--- src/lpt_defines.svh ---
// Register map, field positions, reset values and timing counts of the low-power timer
`ifndef LPT_DEFINES_SVH
`define LPT_DEFINES_SVH

// ==========================================================
// Register byte offsets
`define LPT_OFS_CTRL_ONE    8'h00
`define LPT_OFS_CTRL_TWO    8'h04
`define LPT_OFS_CMP_ONE     8'h08
`define LPT_OFS_CMP_ZERO    8'h0c
`define LPT_OFS_COUNT       8'h10
`define LPT_OFS_IRQ_STAT    8'h14
`define LPT_OFS_IRQ_MASK    8'h18

// ==========================================================
// Field positions
`define LPT_PSC_LSB         0
`define LPT_SRC_LOW_BIT     3
`define LPT_SRC_HIGH_BIT    4
`define LPT_M1_EN_BIT       5
`define LPT_STOP_BIT        0
`define LPT_PWM_EN_BIT      1
`define LPT_POL_BIT         2
`define LPT_LVL_BIT         3
`define LPT_ST_M1_BIT       0
`define LPT_ST_M0_BIT       1

// ==========================================================
// Reset values
`define LPT_CTRL_ONE_RST    8'h00
`define LPT_CTRL_TWO_RST    8'h01
`define LPT_CMP_RST         16'hffff
`define LPT_IRQ_RST         2'h0

// ==========================================================
// Timing counts
`define LPT_LOW_SPEED_OSCILLATOR_DIV        2'h3
`define LPT_BUS_RATIO_MIN   4

`endif

--- src/lpt_pkg.sv ---
// Types shared by the low-power timer modules
package lpt_pkg;

    typedef enum logic [2:0] {
        LPT_PSC_DIV1,
        LPT_PSC_DIV2,
        LPT_PSC_DIV4,
        LPT_PSC_DIV8,
        LPT_PSC_DIV16,
        LPT_PSC_DIV32
    } lpt_psc_t;

    typedef enum logic [1:0] {
        LPT_SRC_SUB,
        LPT_SRC_LOW_SPEED_OSCILLATOR_A,
        LPT_SRC_WDT,
        LPT_SRC_LOW_SPEED_OSCILLATOR_B
    } lpt_src_t;

endpackage

--- src/lpt_clkgen.sv ---
// Source clock sampling, selection and prescaler producing the count tick
`include "lpt_defines.svh"

module lpt_clkgen
    import lpt_pkg::*;
(
    // Clock and reset
    input  wire logic       aclk,
    input  wire logic       aresetn,
    // Slow clock pins
    input  wire logic       sub_clk_pin,
    input  wire logic       wdt_clk_pin,
    input  wire logic       low_speed_oscillator_clk_pin,
    // Control
    input  wire logic [1:0] source_sel,
    input  wire logic [2:0] prescale_select,
    input  wire logic       stop,
    // Count clock enable
    output logic            count_tick
);

    // ==========================================================
    // Pin synchronisers and edge detection
    logic [2:0] pins;
    logic [2:0] sync1_r;
    logic [2:0] sync2_r;
    logic [2:0] sync3_r;
    logic [2:0] edge_w;
    assign pins = {low_speed_oscillator_clk_pin, wdt_clk_pin, sub_clk_pin};

    genvar g;
    generate
        for (g = 0; g < 3; g++)
        begin : g_sync
            always_ff @(posedge aclk)
            begin
                if (!aresetn)
                begin
                    sync1_r[g] <= 1'b0;
                    sync2_r[g] <= 1'b0;
                    sync3_r[g] <= 1'b0;
                end
                else
                begin
                    sync1_r[g] <= pins[g];
                    sync2_r[g] <= sync1_r[g];
                    sync3_r[g] <= sync2_r[g];
                end
            end
            // Only valid while aclk runs at least four times the source
            assign edge_w[g] = sync2_r[g] & ~sync3_r[g];
        end
    endgenerate

    // ==========================================================
    // Source select, low-speed oscillator divide and prescaler
    logic [1:0] low_speed_oscillator_cnt_r;
    logic [1:0] low_speed_oscillator_cnt_nxt;
    logic [4:0] psc_cnt_r;
    logic [4:0] psc_cnt_nxt;
    logic       src_tick;
    logic       tick_nxt;
    logic [4:0] psc_mask;
    logic [4:0] seen_r;
    logic [4:0] seen_nxt;
    logic       clean_r;
    logic       clean_nxt;
    logic [2:0] psc_last_r;

    always_comb
    begin
        low_speed_oscillator_cnt_nxt = edge_w[2] ? low_speed_oscillator_cnt_r + 2'h1 : low_speed_oscillator_cnt_r;
        unique case (lpt_src_t'(source_sel))
            LPT_SRC_SUB:    src_tick = edge_w[0];
            LPT_SRC_WDT:    src_tick = edge_w[1];
            LPT_SRC_LOW_SPEED_OSCILLATOR_A,
            LPT_SRC_LOW_SPEED_OSCILLATOR_B: src_tick = edge_w[2] && (low_speed_oscillator_cnt_r == `LPT_LOW_SPEED_OSCILLATOR_DIV);
        endcase
        // Illegal codes fall back to no division
        case (prescale_select)
            LPT_PSC_DIV2:  psc_mask = 5'h01;
            LPT_PSC_DIV4:  psc_mask = 5'h03;
            LPT_PSC_DIV8:  psc_mask = 5'h07;
            LPT_PSC_DIV16: psc_mask = 5'h0f;
            LPT_PSC_DIV32: psc_mask = 5'h1f;
            default:       psc_mask = 5'h00;
        endcase
        psc_cnt_nxt = psc_cnt_r;
        tick_nxt    = 1'b0;
        seen_nxt    = seen_r;
        // A prescale change while running leaves the next ratio undefined
        clean_nxt   = clean_r && (prescale_select == psc_last_r);
        if (stop)
        begin
            psc_cnt_nxt = 5'h00;
            seen_nxt    = 5'h00;
            clean_nxt   = 1'b1;
        end
        else if (src_tick)
        begin
            psc_cnt_nxt = psc_cnt_r + 5'h01;
            tick_nxt    = ((psc_cnt_r & psc_mask) == psc_mask);
            seen_nxt    = tick_nxt ? 5'h00 : seen_r + 5'h01;
        end
    end

    always_ff @(posedge aclk)
    begin
        if (!aresetn)
        begin
            low_speed_oscillator_cnt_r <= 2'h0;
            psc_cnt_r  <= 5'h00;
            count_tick <= 1'b0;
            seen_r     <= 5'h00;
            clean_r    <= 1'b1;
            psc_last_r <= 3'h0;
        end
        else
        begin
            low_speed_oscillator_cnt_r <= low_speed_oscillator_cnt_nxt;
            psc_cnt_r  <= psc_cnt_nxt;
            count_tick <= tick_nxt;
            seen_r     <= seen_nxt;
            clean_r    <= clean_nxt;
            psc_last_r <= prescale_select;
        end
    end

    // ==========================================================
    // Checks
    // Source edges between two count ticks must equal the divide ratio
    chk_psc_ratio: assert property (@(posedge aclk) disable iff (!aresetn)
        count_tick && $past(clean_r && prescale_select == psc_last_r)
        && $past(prescale_select) <= 3'h5
        |-> $past(seen_r) == 5'((6'h01 << $past(prescale_select)) - 6'h01))
        else $error("count tick after wrong number of source edges");

endmodule // lpt_clkgen

--- src/lpt_top.sv ---
// Low-power timer: AXI4-Lite registers, 16-bit counter, compare matches and PWM output
//
// The AXI4-Lite interface to the registers and the address map were left to the implementer.
`include "lpt_defines.svh"

module lpt_top
    import lpt_pkg::*;
#(
    parameter int CNT_W = 16
)
(
    // Clock and reset
    aclk,
    aresetn,
    // AXI4-Lite slave
    awvalid, awready, awaddr,
    wvalid, wready, wdata, wstrb,
    bvalid, bready, bresp,
    arvalid, arready, araddr,
    rvalid, rready, rdata, rresp,
    // Slow clock pins and power state
    sub_clk_pin, wdt_clk_pin, low_speed_oscillator_clk_pin, sw_standby,
    // Outputs
    timer_output_pin, match0_event, match1_event, irq
);
    input  wire logic        aclk;
    input  wire logic        aresetn;
    input  wire logic        awvalid;
    output logic             awready;
    input  wire logic [7:0]  awaddr;
    input  wire logic        wvalid;
    output logic             wready;
    input  wire logic [31:0] wdata;
    input  wire logic [3:0]  wstrb;
    output logic             bvalid;
    input  wire logic        bready;
    output logic [1:0]       bresp;
    input  wire logic        arvalid;
    output logic             arready;
    input  wire logic [7:0]  araddr;
    output logic             rvalid;
    input  wire logic        rready;
    output logic [31:0]      rdata;
    output logic [1:0]       rresp;
    input  wire logic        sub_clk_pin;
    input  wire logic        wdt_clk_pin;
    input  wire logic        low_speed_oscillator_clk_pin;
    input  wire logic        sw_standby;
    output logic             timer_output_pin;
    output logic             match0_event;
    output logic             match1_event;
    output logic             irq;

    initial
    begin
        if (CNT_W != 16)
            $error("CNT_W must be 16");
    end

    // ==========================================================
    // Register state
    logic [7:0]       ctrl1_r, ctrl1_nxt;
    logic [7:0]       ctrl2_r, ctrl2_nxt;
    logic [CNT_W-1:0] cmp1_r, cmp1_nxt;
    logic [CNT_W-1:0] cmp0_r, cmp0_nxt;
    logic [1:0]       stat_r, stat_nxt;
    logic [1:0]       mask_r, mask_nxt;
    logic             aw_got_r, aw_got_nxt;
    logic             w_got_r, w_got_nxt;
    logic [7:0]       wa_r, wa_nxt;
    logic [31:0]      wd_r, wd_nxt;
    logic [3:0]       ws_r, ws_nxt;
    logic             awready_nxt, wready_nxt, bvalid_nxt, arready_nxt, rvalid_nxt;
    logic [1:0]       bresp_nxt, rresp_nxt;
    logic [31:0]      rdata_nxt;

    logic       count_tick;
    logic       stop;
    logic       m1_en;
    logic [1:0] hw_set;

    assign stop  = ctrl2_r[`LPT_STOP_BIT];
    assign m1_en = ctrl1_r[`LPT_M1_EN_BIT];

    function automatic logic is_mapped(input logic [7:0] a);
        is_mapped = (a == `LPT_OFS_CTRL_ONE) || (a == `LPT_OFS_CTRL_TWO) ||
                    (a == `LPT_OFS_CMP_ONE)  || (a == `LPT_OFS_CMP_ZERO) ||
                    (a == `LPT_OFS_COUNT)    || (a == `LPT_OFS_IRQ_STAT) ||
                    (a == `LPT_OFS_IRQ_MASK);
    endfunction

    // ==========================================================
    // Count clock generation
    lpt_clkgen u_clkgen (
        .aclk            (aclk),
        .aresetn         (aresetn),
        .sub_clk_pin     (sub_clk_pin),
        .wdt_clk_pin     (wdt_clk_pin),
        .low_speed_oscillator_clk_pin    (low_speed_oscillator_clk_pin),
        .source_sel      ({ctrl1_r[`LPT_SRC_HIGH_BIT], ctrl1_r[`LPT_SRC_LOW_BIT]}),
        .prescale_select (ctrl1_r[2:0]),
        .stop            (stop),
        .count_tick      (count_tick)
    );

    // ==========================================================
    // Counter, compare matches and PWM
    logic [CNT_W-1:0] cnt_r, cnt_nxt;
    logic             m0_lvl_r, m0_lvl_nxt;
    logic             m1_lvl_r, m1_lvl_nxt;
    logic             pwm_r, pwm_nxt;
    logic             out_nxt, m0_evt_nxt, m1_evt_nxt;

    always_comb
    begin
        cnt_nxt    = cnt_r;
        m0_lvl_nxt = m0_lvl_r;
        m1_lvl_nxt = m1_lvl_r;
        pwm_nxt    = pwm_r;
        m0_evt_nxt = 1'b0;
        m1_evt_nxt = 1'b0;
        if (stop)
        begin
            cnt_nxt    = '0;
            m0_lvl_nxt = 1'b0;
            m1_lvl_nxt = 1'b0;
            pwm_nxt    = 1'b1;
        end
        // Standby does not gate the tick, so counting carries on
        else if (count_tick)
        begin
            // Compare zero sets the period
            cnt_nxt    = (cnt_r == cmp0_r) ? '0 : cnt_r + 1'b1;
            m0_lvl_nxt = (cnt_nxt == cmp0_r) && sw_standby;
            m1_lvl_nxt = (cnt_nxt == cmp1_r) && m1_en;
            m0_evt_nxt = m0_lvl_nxt;
            m1_evt_nxt = m1_lvl_nxt;
            if (cnt_nxt == cmp1_r)
                pwm_nxt = 1'b0;
            else if (cnt_nxt == '0)
                pwm_nxt = 1'b1;
        end
        if (ctrl2_r[`LPT_PWM_EN_BIT])
            out_nxt = pwm_nxt ^ ctrl2_r[`LPT_POL_BIT];
        else
            out_nxt = ctrl2_r[`LPT_LVL_BIT];
        hw_set = {m0_evt_nxt, m1_evt_nxt};
    end

    always_ff @(posedge aclk)
    begin
        if (!aresetn)
        begin
            cnt_r            <= '0;
            m0_lvl_r         <= 1'b0;
            m1_lvl_r         <= 1'b0;
            pwm_r            <= 1'b1;
            timer_output_pin <= 1'b0;
            match0_event     <= 1'b0;
            match1_event     <= 1'b0;
        end
        else
        begin
            cnt_r            <= cnt_nxt;
            m0_lvl_r         <= m0_lvl_nxt;
            m1_lvl_r         <= m1_lvl_nxt;
            pwm_r            <= pwm_nxt;
            timer_output_pin <= out_nxt;
            match0_event     <= m0_evt_nxt;
            match1_event     <= m1_evt_nxt;
        end
    end

    // ==========================================================
    // AXI4-Lite slave and registers
    always_comb
    begin
        ctrl1_nxt   = ctrl1_r;
        ctrl2_nxt   = ctrl2_r;
        cmp1_nxt    = cmp1_r;
        cmp0_nxt    = cmp0_r;
        mask_nxt    = mask_r;
        stat_nxt    = stat_r;
        aw_got_nxt  = aw_got_r || (awvalid && awready);
        w_got_nxt   = w_got_r || (wvalid && wready);
        wa_nxt      = (awvalid && awready) ? awaddr : wa_r;
        wd_nxt      = (wvalid && wready) ? wdata : wd_r;
        ws_nxt      = (wvalid && wready) ? wstrb : ws_r;
        bvalid_nxt  = bvalid && !bready;
        bresp_nxt   = bresp;
        awready_nxt = !aw_got_nxt && !bvalid_nxt;
        wready_nxt  = !w_got_nxt && !bvalid_nxt;
        if (aw_got_r && w_got_r && !bvalid)
        begin
            aw_got_nxt  = 1'b0;
            w_got_nxt   = 1'b0;
            bvalid_nxt  = 1'b1;
            bresp_nxt   = is_mapped(wa_r) ? 2'h0 : 2'h2;
            awready_nxt = 1'b0;
            wready_nxt  = 1'b0;
            // Source bits are expected to change only while stopped
            if (wa_r == `LPT_OFS_CTRL_ONE && ws_r[0])
                ctrl1_nxt = wd_r[7:0];
            if (wa_r == `LPT_OFS_CTRL_TWO && ws_r[0])
                ctrl2_nxt = wd_r[7:0];
            if (wa_r == `LPT_OFS_CMP_ONE)
            begin
                if (ws_r[0]) cmp1_nxt[7:0]  = wd_r[7:0];
                if (ws_r[1]) cmp1_nxt[15:8] = wd_r[15:8];
            end
            if (wa_r == `LPT_OFS_CMP_ZERO)
            begin
                if (ws_r[0]) cmp0_nxt[7:0]  = wd_r[7:0];
                if (ws_r[1]) cmp0_nxt[15:8] = wd_r[15:8];
            end
            if (wa_r == `LPT_OFS_IRQ_MASK && ws_r[0])
                mask_nxt = wd_r[1:0];
            if (wa_r == `LPT_OFS_IRQ_STAT && ws_r[0])
                stat_nxt = stat_r & ~wd_r[1:0];
        end
        // A new event wins over a same-cycle clear
        stat_nxt = stat_nxt | hw_set;

        rvalid_nxt  = rvalid && !rready;
        rdata_nxt   = rdata;
        rresp_nxt   = rresp;
        arready_nxt = !rvalid_nxt;
        if (arvalid && arready)
        begin
            rvalid_nxt  = 1'b1;
            arready_nxt = 1'b0;
            rresp_nxt   = is_mapped(araddr) ? 2'h0 : 2'h2;
            case (araddr)
                `LPT_OFS_CTRL_ONE: rdata_nxt = {24'h0, ctrl1_r};
                `LPT_OFS_CTRL_TWO: rdata_nxt = {24'h0, ctrl2_r};
                `LPT_OFS_CMP_ONE:  rdata_nxt = {16'h0, cmp1_r};
                `LPT_OFS_CMP_ZERO: rdata_nxt = {16'h0, cmp0_r};
                `LPT_OFS_COUNT:    rdata_nxt = {16'h0, cnt_r};
                `LPT_OFS_IRQ_STAT: rdata_nxt = {30'h0, stat_r};
                `LPT_OFS_IRQ_MASK: rdata_nxt = {30'h0, mask_r};
                default:           rdata_nxt = 32'h0;
            endcase
        end
    end

    always_ff @(posedge aclk)
    begin
        if (!aresetn)
        begin
            ctrl1_r  <= `LPT_CTRL_ONE_RST;
            ctrl2_r  <= `LPT_CTRL_TWO_RST;
            cmp1_r   <= `LPT_CMP_RST;
            cmp0_r   <= `LPT_CMP_RST;
            stat_r   <= `LPT_IRQ_RST;
            mask_r   <= `LPT_IRQ_RST;
            aw_got_r <= 1'b0;
            w_got_r  <= 1'b0;
            wa_r     <= 8'h00;
            wd_r     <= 32'h0;
            ws_r     <= 4'h0;
            awready  <= 1'b0;
            wready   <= 1'b0;
            bvalid   <= 1'b0;
            bresp    <= 2'h0;
            arready  <= 1'b0;
            rvalid   <= 1'b0;
            rdata    <= 32'h0;
            rresp    <= 2'h0;
            irq      <= 1'b0;
        end
        else
        begin
            ctrl1_r  <= ctrl1_nxt;
            ctrl2_r  <= ctrl2_nxt;
            cmp1_r   <= cmp1_nxt;
            cmp0_r   <= cmp0_nxt;
            stat_r   <= stat_nxt;
            mask_r   <= mask_nxt;
            aw_got_r <= aw_got_nxt;
            w_got_r  <= w_got_nxt;
            wa_r     <= wa_nxt;
            wd_r     <= wd_nxt;
            ws_r     <= ws_nxt;
            awready  <= awready_nxt;
            wready   <= wready_nxt;
            bvalid   <= bvalid_nxt;
            bresp    <= bresp_nxt;
            arready  <= arready_nxt;
            rvalid   <= rvalid_nxt;
            rdata    <= rdata_nxt;
            rresp    <= rresp_nxt;
            irq      <= |(stat_nxt & mask_nxt);
        end
    end

    // ==========================================================
    // Checks
    chk_count_step: assert property (@(posedge aclk) disable iff (!aresetn)
        count_tick && !stop && cnt_r != cmp0_r |=> cnt_r == $past(cnt_r) + 16'h1)
        else $error("counter did not step on tick");
    chk_count_hold: assert property (@(posedge aclk) disable iff (!aresetn)
        !count_tick && !stop |=> $stable(cnt_r))
        else $error("counter moved without a tick");
    chk_m0_standby: assert property (@(posedge aclk) disable iff (!aresetn)
        match0_event |-> $past(sw_standby))
        else $error("match zero event outside standby");
    chk_m1_event: assert property (@(posedge aclk) disable iff (!aresetn)
        match1_event |-> cnt_r == cmp1_r && $past(m1_en))
        else $error("match one event without equality");
    chk_m1_irq: assert property (@(posedge aclk) disable iff (!aresetn)
        match1_event && mask_r[0] |-> irq)
        else $error("interrupt missing on match one");
    chk_pwm_out: assert property (@(posedge aclk) disable iff (!aresetn)
        $past(ctrl2_r[1]) && $past(ctrl2_r) == ctrl2_r
        |-> timer_output_pin == (pwm_r ^ ctrl2_r[2]))
        else $error("pwm output wrong");
    chk_level_out: assert property (@(posedge aclk) disable iff (!aresetn)
        !ctrl2_r[1] ##1 !ctrl2_r[1] && $stable(ctrl2_r) |-> timer_output_pin == ctrl2_r[3])
        else $error("output level wrong");
    chk_m1_release: assert property (@(posedge aclk) disable iff (!aresetn)
        m1_lvl_r && count_tick && !stop ##1 cnt_r != cmp1_r |-> !m1_lvl_r)
        else $error("match one not released");

endmodule // lpt_top

--- config.mk ---
export PLATFORM = sky130hd
export DESIGN_NAME = lpt_top
export DESIGN_NICKNAME = d
export VERILOG_FILES = /design/src/lpt_pkg.sv /design/src/lpt_clkgen.sv /design/src/lpt_top.sv
export VERILOG_INCLUDE_DIRS = /design/src /design/src/src
export SDC_FILE = /design/constraint.sdc
export NUM_CORES = 1
export LEC_CHECK = 0
export BUFFER_PORTS_ARGS = -buffer_cell sky130_fd_sc_hd__buf_4
export CAP_MARGIN = 5
export CORE_ASPECT_RATIO = 0.7
export CORE_MARGIN = 2
export CORE_UTILIZATION = 50
export CTS_CLUSTER_DIAMETER = 60
export CTS_CLUSTER_SIZE = 16
export DETAILED_ROUTE_END_ITERATION = 16
export PLACE_DENSITY_LB_ADDON = 0.05
export SLEW_MARGIN = 40
export SYNTH_ARGS = -nofsm -noshare
export SYNTH_HDL_FRONTEND = slang
export SYNTH_SLANG_ARGS = --single-unit
--- constraint.sdc ---
create_clock -name aclk -period 7.45 [get_ports aclk]
set_input_delay 0 -clock aclk [delete_from_list [all_inputs] [get_ports aclk]]
set_output_delay 0 -clock aclk [all_outputs]
set_load 0.02 [all_outputs]
==> results.ini, run 1 <==
[run_status]
outcome=finished, final reports clean

[sta]
slew_headroom_pct=50.73
final.setup.tns_ns=0
setup_violations=0
holdWs_ns=0.1947
rsz0062_at_grt=no
skew_ns=0.005478
fmax_mhz=251.6
hold_violations=0
slew_viol_final=0
min_period_over_period_pct=53.35
period_needed_ns=3.974
layout_setup_ws_ns=3.476
tightest_slew_ns=0.7204

[synth]
ys_types=67
ys_warn_count=0
synthesis.area_mm2=0.007076
synth_top_area_cell=dfxtp_1
ys_seq_area_share_pct=39.89
yosys_most_used_dff=dfxtp_1
ys_seq_elements=141
syn_avg_cell_area_um2=7.968
netlist_top_cells_area=dfxtp_1, nand2_1, a21oi_1, nor2_1, nand3_1
synth_edf_count=0
async_reset_ff_share_pct=0
synth_top_area_share_pct=39.89
synthesis.instances=888

[flow_run]
drv_cap=0

[routing]
drcViolationCount=0
num_vias=6808
firstDrtPassIters=9
routed_wirelength_mm=21.07
vias_per_cell=5.819
wl_per_cell_um=18.01
drt-initial-drc-count=762
drtAntennaViolNets=0

[grt]
grt_pass1_wl_mm=34.13
grt_usage_pct=28.53
grt_max_degree=54
antenna_found_initial=0
grt_pass1_vias=6435
grt_overflow=0

[floorplanning]
num_io_pins=108
fp-row-count=36
die_x_um=146.2
core_area_mm2=0.01387
dieArea_mm2=0.01513
die_h_um=103.5
start_util_pct=51.00

[clock_tree]
cts_root_buffer=clkbuf_16
cts_buffers=17
clk-insertion-delay-late_ns=0.42
htree_levels=4
clk_pin_slew_ns=0.06
cts_tree=built
cts_buffer_depth=2
cts_setup_buffers=0
cts_sinks=141
cts_resized=0

[final_layout]
layout-drive-gt1-share_pct=13.37
fin_nets=1036
areaGrowthSynthToFinish_pct=21.36
n_antenna_cell=0

[setup_path]
arrival_ns=4.34
startpoint_type=register
cp.required_ns=7.81
cp-end-kind=register
critPathMaxFanout=15
crit_type=register to register

[power]
power.leakage_uw=0.003362
power_density_mw_per_mm2=200.6
ir_drop_uv=144.0

[place]
routabilityCongestion=0.9015
dpl_worst_slack_ns=3.585
dp_hpwl_mm=14.76
io_buffers=71

[hold_path]
hp-class=primary input to register

## cell type report
cell class                      count  area, um2
Fill cell                        1261       5286
Sequential cell                   141       2823
Inverter                           16      60.06
Tap cell                          190      237.7
Clock buffer                       22      484.2
Multi-Input combinational cell    672       3866
Clock inverter                      9      110.1
Timing Repair Buffer              120       1006
## layer usage
layer	GRT usage [%]	up-vias	wire [um]
met4	8.738	0	310
met5	0	-	0
li1	-	3233	-
met2	44.85	292	9614
met1	39.01	3255	9365
met3	6.916	28	1782
## kinds of logic (layout without fill, tap and decap cells)
| kind of cell | Yosys count | after routing | synth area share [%] |
|---|---|---|---|
| AOI/OAI and AO/OA | 174 | 174 | 15.44 |
| adders and majority gates | 5 | 5 | 0.8842 |
| DFF | 141 | 141 | 39.89 |
| buffers and inverters | 92 | 167 | 6.560 |
| muxes | 20 | 20 | 2.829 |
| xor gates and xnor gates | 49 | 49 | 6.454 |
| and+or+nand+nor | 406 | 406 | 27.89 |
| other | 1 | 18 | 0.05300 |
## what timing repair did
item                       4_1_cts  5_1_grt
hold buffers                    42        0
hold endpoints to repair        42        0
setup endpoints to repair        0        0
## worst max-delay path: stages (launching register included)
cell and delay [ns]:
dfxtp_1 0.73, ha_1 0.44, nand4_2 0.26, or4_4 0.51, xor2_1 0.46, nand2_1 0.18, a211oi_1 0.29, o22ai_1 0.16
nor4_1 0.58, a21o_1 0.17, a22o_1 0.14
## cells in the mapped netlist, types with 3 or more instances
cell and count:
nand2_1 154, dfxtp_1 141, a21oi_1 86, nor2_1 79, nand3_1 50, clkbuf_1 36, xor2_1 27, nor3_1 26
buf_4 24, mux2i_1 20, xnor2_1 20, o21ai_0 19, a222oi_1 16, inv_1 16, and2_1 15, a22oi_1 13
nand2b_1 11, buf_2 10, nand4_1 10, nor4_1 10, a31oi_1 9, and3_1 9, nand3b_1 7, ha_1 5
nor3b_1 5, or3_1 5, nor4b_1 4, o21ai_1 4, buf_1 3, o211ai_1 3, o21a_1 3, o22ai_1 3
## power by group
group | switching [uW] | leakage [uW] | internal [uW]
Sequential | 13.4 | 0.00114 | 767
Clock | 321 | 0.000285 | 526
Combinational | 50.7 | 0.00193 | 44.2
Total | 385 | 0.00336 | 1340
## layout by cell type, fill, tap and decap left out, types with 4 or more instances in the layout
master / count
and3_1: 9
a222oi_1: 16
mux2i_1: 20
xnor2_1: 20
clkbuf_16: 17
conb_1: 18
nor2_1: 79
or3_1: 5
inv_1: 15
a31oi_1: 9
dfxtp_1: 141
clkbuf_8: 4
ha_1: 5
nor4_1: 9
nor4b_1: 4
xor2_1: 27
and2_1: 15
nand3_1: 49
nand4_1: 10
buf_4: 78
o21ai_1: 4
nor3b_1: 5
dlygate4sd3_1: 42
nand3b_1: 7
nor3_1: 26
nand2_1: 154
o21ai_0: 19
nand2b_1: 10
a22oi_1: 13
a21oi_1: 86
## state kept, by name (all words and copies together) (netlist names), 5 cells and up
signal	count
wd_r	16
cmp0_r	16
u_clkgen.psc_cnt_r	5
ctrl2_r	8
cmp1_r	16
rdata	16
ctrl1_r	8
cnt_r	16
wa_r	8
## through the flow
| stage | utilization, % | cells | instance area, um2 | total power, uW |
|---|---|---|---|---|
| 6_report | 61.90 | 1170 | 8587 | 1722 |
| 5_1_grt | 61.90 | 1170 | 8587 | 1785 |
| 4_1_cts | 61.84 | 1170 | 8579 | 1733 |
| 3_5_place_dp | 54.53 | 1097 | 7565 | 872.4 |
| 3_3_place_gp | 54.47 | 1096 | 7557 | 869.6 |
| 2_1_floorplan | - | 905 | 7139 | 843.7 |
## path summary, 6_finish.rpt
check / to / start / cells past startpoint / slack, ns
worst max-delay path: irq$_SDFF_PN0_ / cnt_r[0]$_SDFFE_PP0P_ / 10 / 3.48
worst min-delay path: match0_event$_SDFF_PN0_ / sw_standby / 6 / 0.19
worst max register to register: irq$_SDFF_PN0_ / cnt_r[0]$_SDFFE_PP0P_ / 10 / 3.48
worst min register to register: u_clkgen.sync2_r[0]$_SDFF_PN0_ / u_clkgen.sync1_r[0]$_SDFF_PN0_ / 1 / 0.43
Note: power is estimated with default switching activity, not from simulation.
==> run 2, diff against run 1 <==
- ABC_AREA: default -> 1
- clock period: 7.45 -> 4.1 ns (I/O delays scaled with it)
==> run 2 against run 1 <==
Net effect:
- final area down 1.8%
- count of clock-buffer cells in the layout down 2
- total power up 87%
- sequential power up 82%
- clock power up 89%
- clock skew up 0.0048 ns
- final cell count up 10%
- non-clock buffer count down 11
- register-to-register slack worse by 2.5 ns
- setup slack worse by 2.5 ns
- synthesized cell count up 13%
- largest power group unchanged
==> results.ini, run 2 <==
[power]
power.leakage_uw=0.003785
ir_drop_uv=264.7
p_clk_share_pct=49.6
swShare_pct=23.57
p_int_uw=2465
p_comb_share_pct=6.2
p_total_uw=3226
total_switching_power_uw=760.3
power_density_mw_per_mm2=382.4
p_seq_share_pct=44.1

[synth]
yosys_most_used_dff=dfxtp_1
ys_seq_area_share_pct=40.63
synth-simple-area-share_pct=26.90
synthXorXnorAreaFrac_pct=2.143
synthesis.instances=1007
synthesis.area_mm2=0.006948
synth_fa_ha_area_share_pct=0.9004
synth_top_area_cell=dfxtp_1
yosys-top-cells-count=nand2_1, dfxtp_1, inv_1
synth_edf_count=0
synthMuxAreaShare_pct=0.1441
netlist_top_cells_area=dfxtp_1, nand2_1, inv_1, o21ai_0, a21oi_1
syn_avg_cell_area_um2=6.900
synth_compound_area_share_pct=17.77
ys_types=37
ys_warn_count=0
ys_seq_elements=141
async_reset_ff_share_pct=0
yosys.cell_count.top_type=nand2_1
synth_top_area_share_pct=40.63
synth_top_family_by_area=simple AND/OR/NAND/NOR gates

[routing]
drcViolationCount=0
firstDrtPassIters=5
wl_per_cell_um=16.77
num_vias=7001
vias_per_cell=5.427
drt-initial-drc-count=821
routed_wirelength_mm=21.63
drtAntennaViolNets=0

[flow_run]
drv_cap=0

[sta]
slew_viol_final=0
slew_headroom_pct=47.15
setup_violations=0
tightest_slew_ns=0.7900
holdWs_ns=0.04639
fmax_mhz=319.8
skew_ns=0.01028
min_period_over_period_pct=76.27
rsz0062_at_grt=no
hold_violations=0
final.setup.tns_ns=0
period_needed_ns=3.127

[setup_path]
cp.required_ns=4.41
arrival_ns=3.44
startpoint_type=register
reg2reg_depth=17
crit_type=register to register
r2r_end=timer_output_pin$_SDFF_PN0_
crit_slowest_cell=dfxtp_1
r2r_start=cnt_r[2]$_SDFFE_PP0P_
cpPeakStageDelay_ns=0.48
worst-path-buf-inv=2
critPathTopFamily=simple AND/OR/NAND/NOR gates
path_common_cell=nand2_1
crit_chain=inv_2 -> nand2_1 -> nand2_1 -> nor2_1 -> nand2_1 -> nor2_1 -> nand2_2 -> nand2_1 -> nand4_1 -> nor2_1 -> nand3_1 -> nand2_1 -> nand2_1 -> nand2_1 -> nand3_1 -> nand2_1 -> inv_1
critPathMaxFanout=41
r2r_slack_ns=0.97
cp-end-kind=register

[clock_tree]
clk_pin_slew_ns=0.06
cts_resized=0
cts_buffer_depth=2
cts_tree=built
cts_sinks=141
cts_setup_buffers=0
ctsHoldBuffers=31
clk-insertion-delay-late_ns=0.42
cts_buffers=17
htree_levels=4
cts_root_buffer=clkbuf_16

[final_layout]
n_antenna_cell=0
fin_nets=1162
areaGrowthSynthToFinish_pct=21.41
layout_common_cells=nand2_1, dfxtp_1, inv_1
layout-drive-gt1-share_pct=12.31
mostFrequentLayoutCell=nand2_1

[hold_path]
min_from=arvalid
min_path_cells=5
hp-class=primary input to register
hold_end=arready$_SDFF_PP0_

[grt]
antenna_found_initial=0
busiest_layer=met1
use_met3_pct=7.431
grt_overflow=0
grt_max_degree=89
grtUsageMet2_pct=41.62
use_met1_pct=47.75
grt_usage_pct=30.50
grt_pass1_wl_mm=34.19
grt_pass1_vias=6219

[floorplanning]
num_io_pins=108
core_area_mm2=0.01336
die_h_um=102.6
start_util_pct=52.02
dieArea_mm2=0.01487
fp-row-count=35
die_x_um=144.9

[place]
dp_hpwl_mm=15.47
routabilityCongestion=0.9945
io_buffers=71

[run_status]
outcome=finished, final reports clean

run 2: how the worst max path moves through the flow:
stage / start / to / cells after the start
global route: cnt_r[14]$_SDFFE_PP0P_ / timer_output_pin$_SDFF_PN0_ / 19
finish: cnt_r[2]$_SDFFE_PP0P_ / timer_output_pin$_SDFF_PN0_ / 17
detailed placement: cnt_r[10]$_SDFFE_PP0P_ / timer_output_pin$_SDFF_PN0_ / 17
floorplan: cnt_r[0]$_SDFFE_PP0P_ / timer_output_pin$_SDFF_PN0_ / 18
CTS: cnt_r[10]$_SDFFE_PP0P_ / timer_output_pin$_SDFF_PN0_ / 17
global placement: cnt_r[10]$_SDFFE_PP0P_ / timer_output_pin$_SDFF_PN0_ / 17
run 2: cells by family (layout without fill, tap and decap cells):
logic type,after synthesis,after routing
XOR/XNOR,17,17
adder cells (fa/ha/maj),5,5
AO/OA/AOI/OAI,218,218
other,1,18
AND/OR/NAND/NOR,441,441
multiplexers,1,1
buffers and inverters,183,264
flip-flops,141,141
run 2: final cells by class:
type | count | area (um2)
Clock inverter | 10 | 140.1
Multi-Input combinational cell | 700 | 3412
Tap cell | 185 | 231.5
Clock buffer | 20 | 456.7
Inverter | 125 | 469.2
Sequential cell | 141 | 2823
Timing Repair Buffer | 109 | 903.4
Fill cell | 1274 | 4921
run 2: power by group through the flow:
stage | Clock (uW) | Sequential, uW | Combinational, uW
4_1_cts | 1600 | 1420 | 198
6_report | 1600 | 1420 | 201
5_1_grt | 1660 | 1430 | 223
2_1_floorplan | 0 | 1450 | 113
3_3_place_gp | 0 | 1450 | 171
3_5_place_dp | 0 | 1450 | 174
run 2: per-stage QoR:
stage	util [%]	instances	cell area, um2	worst slack [ns]
global route	63.16	1290	8436	0.7908
CTS	63.13	1290	8432	1.122
floorplan	-	1024	7012	2.111
detailed placement	56.34	1229	7525	1.141
finish	63.16	1290	8436	0.9730
global placement	56.20	1228	7506	1.148
run 2: routing by layer:
metal	vias to the layer above	share of wire, %
li1	3453	-
met1	3175	49
met2	354	38
met3	19	12
met4	0	1.1
met5	-	0
run 2: tightest hold or removal path: stages:
cell and delay, ns:
buf_4 0.07, nand2_1 0.04, buf_4 0.19, nand2_1 0.08, nor2_1 0.03
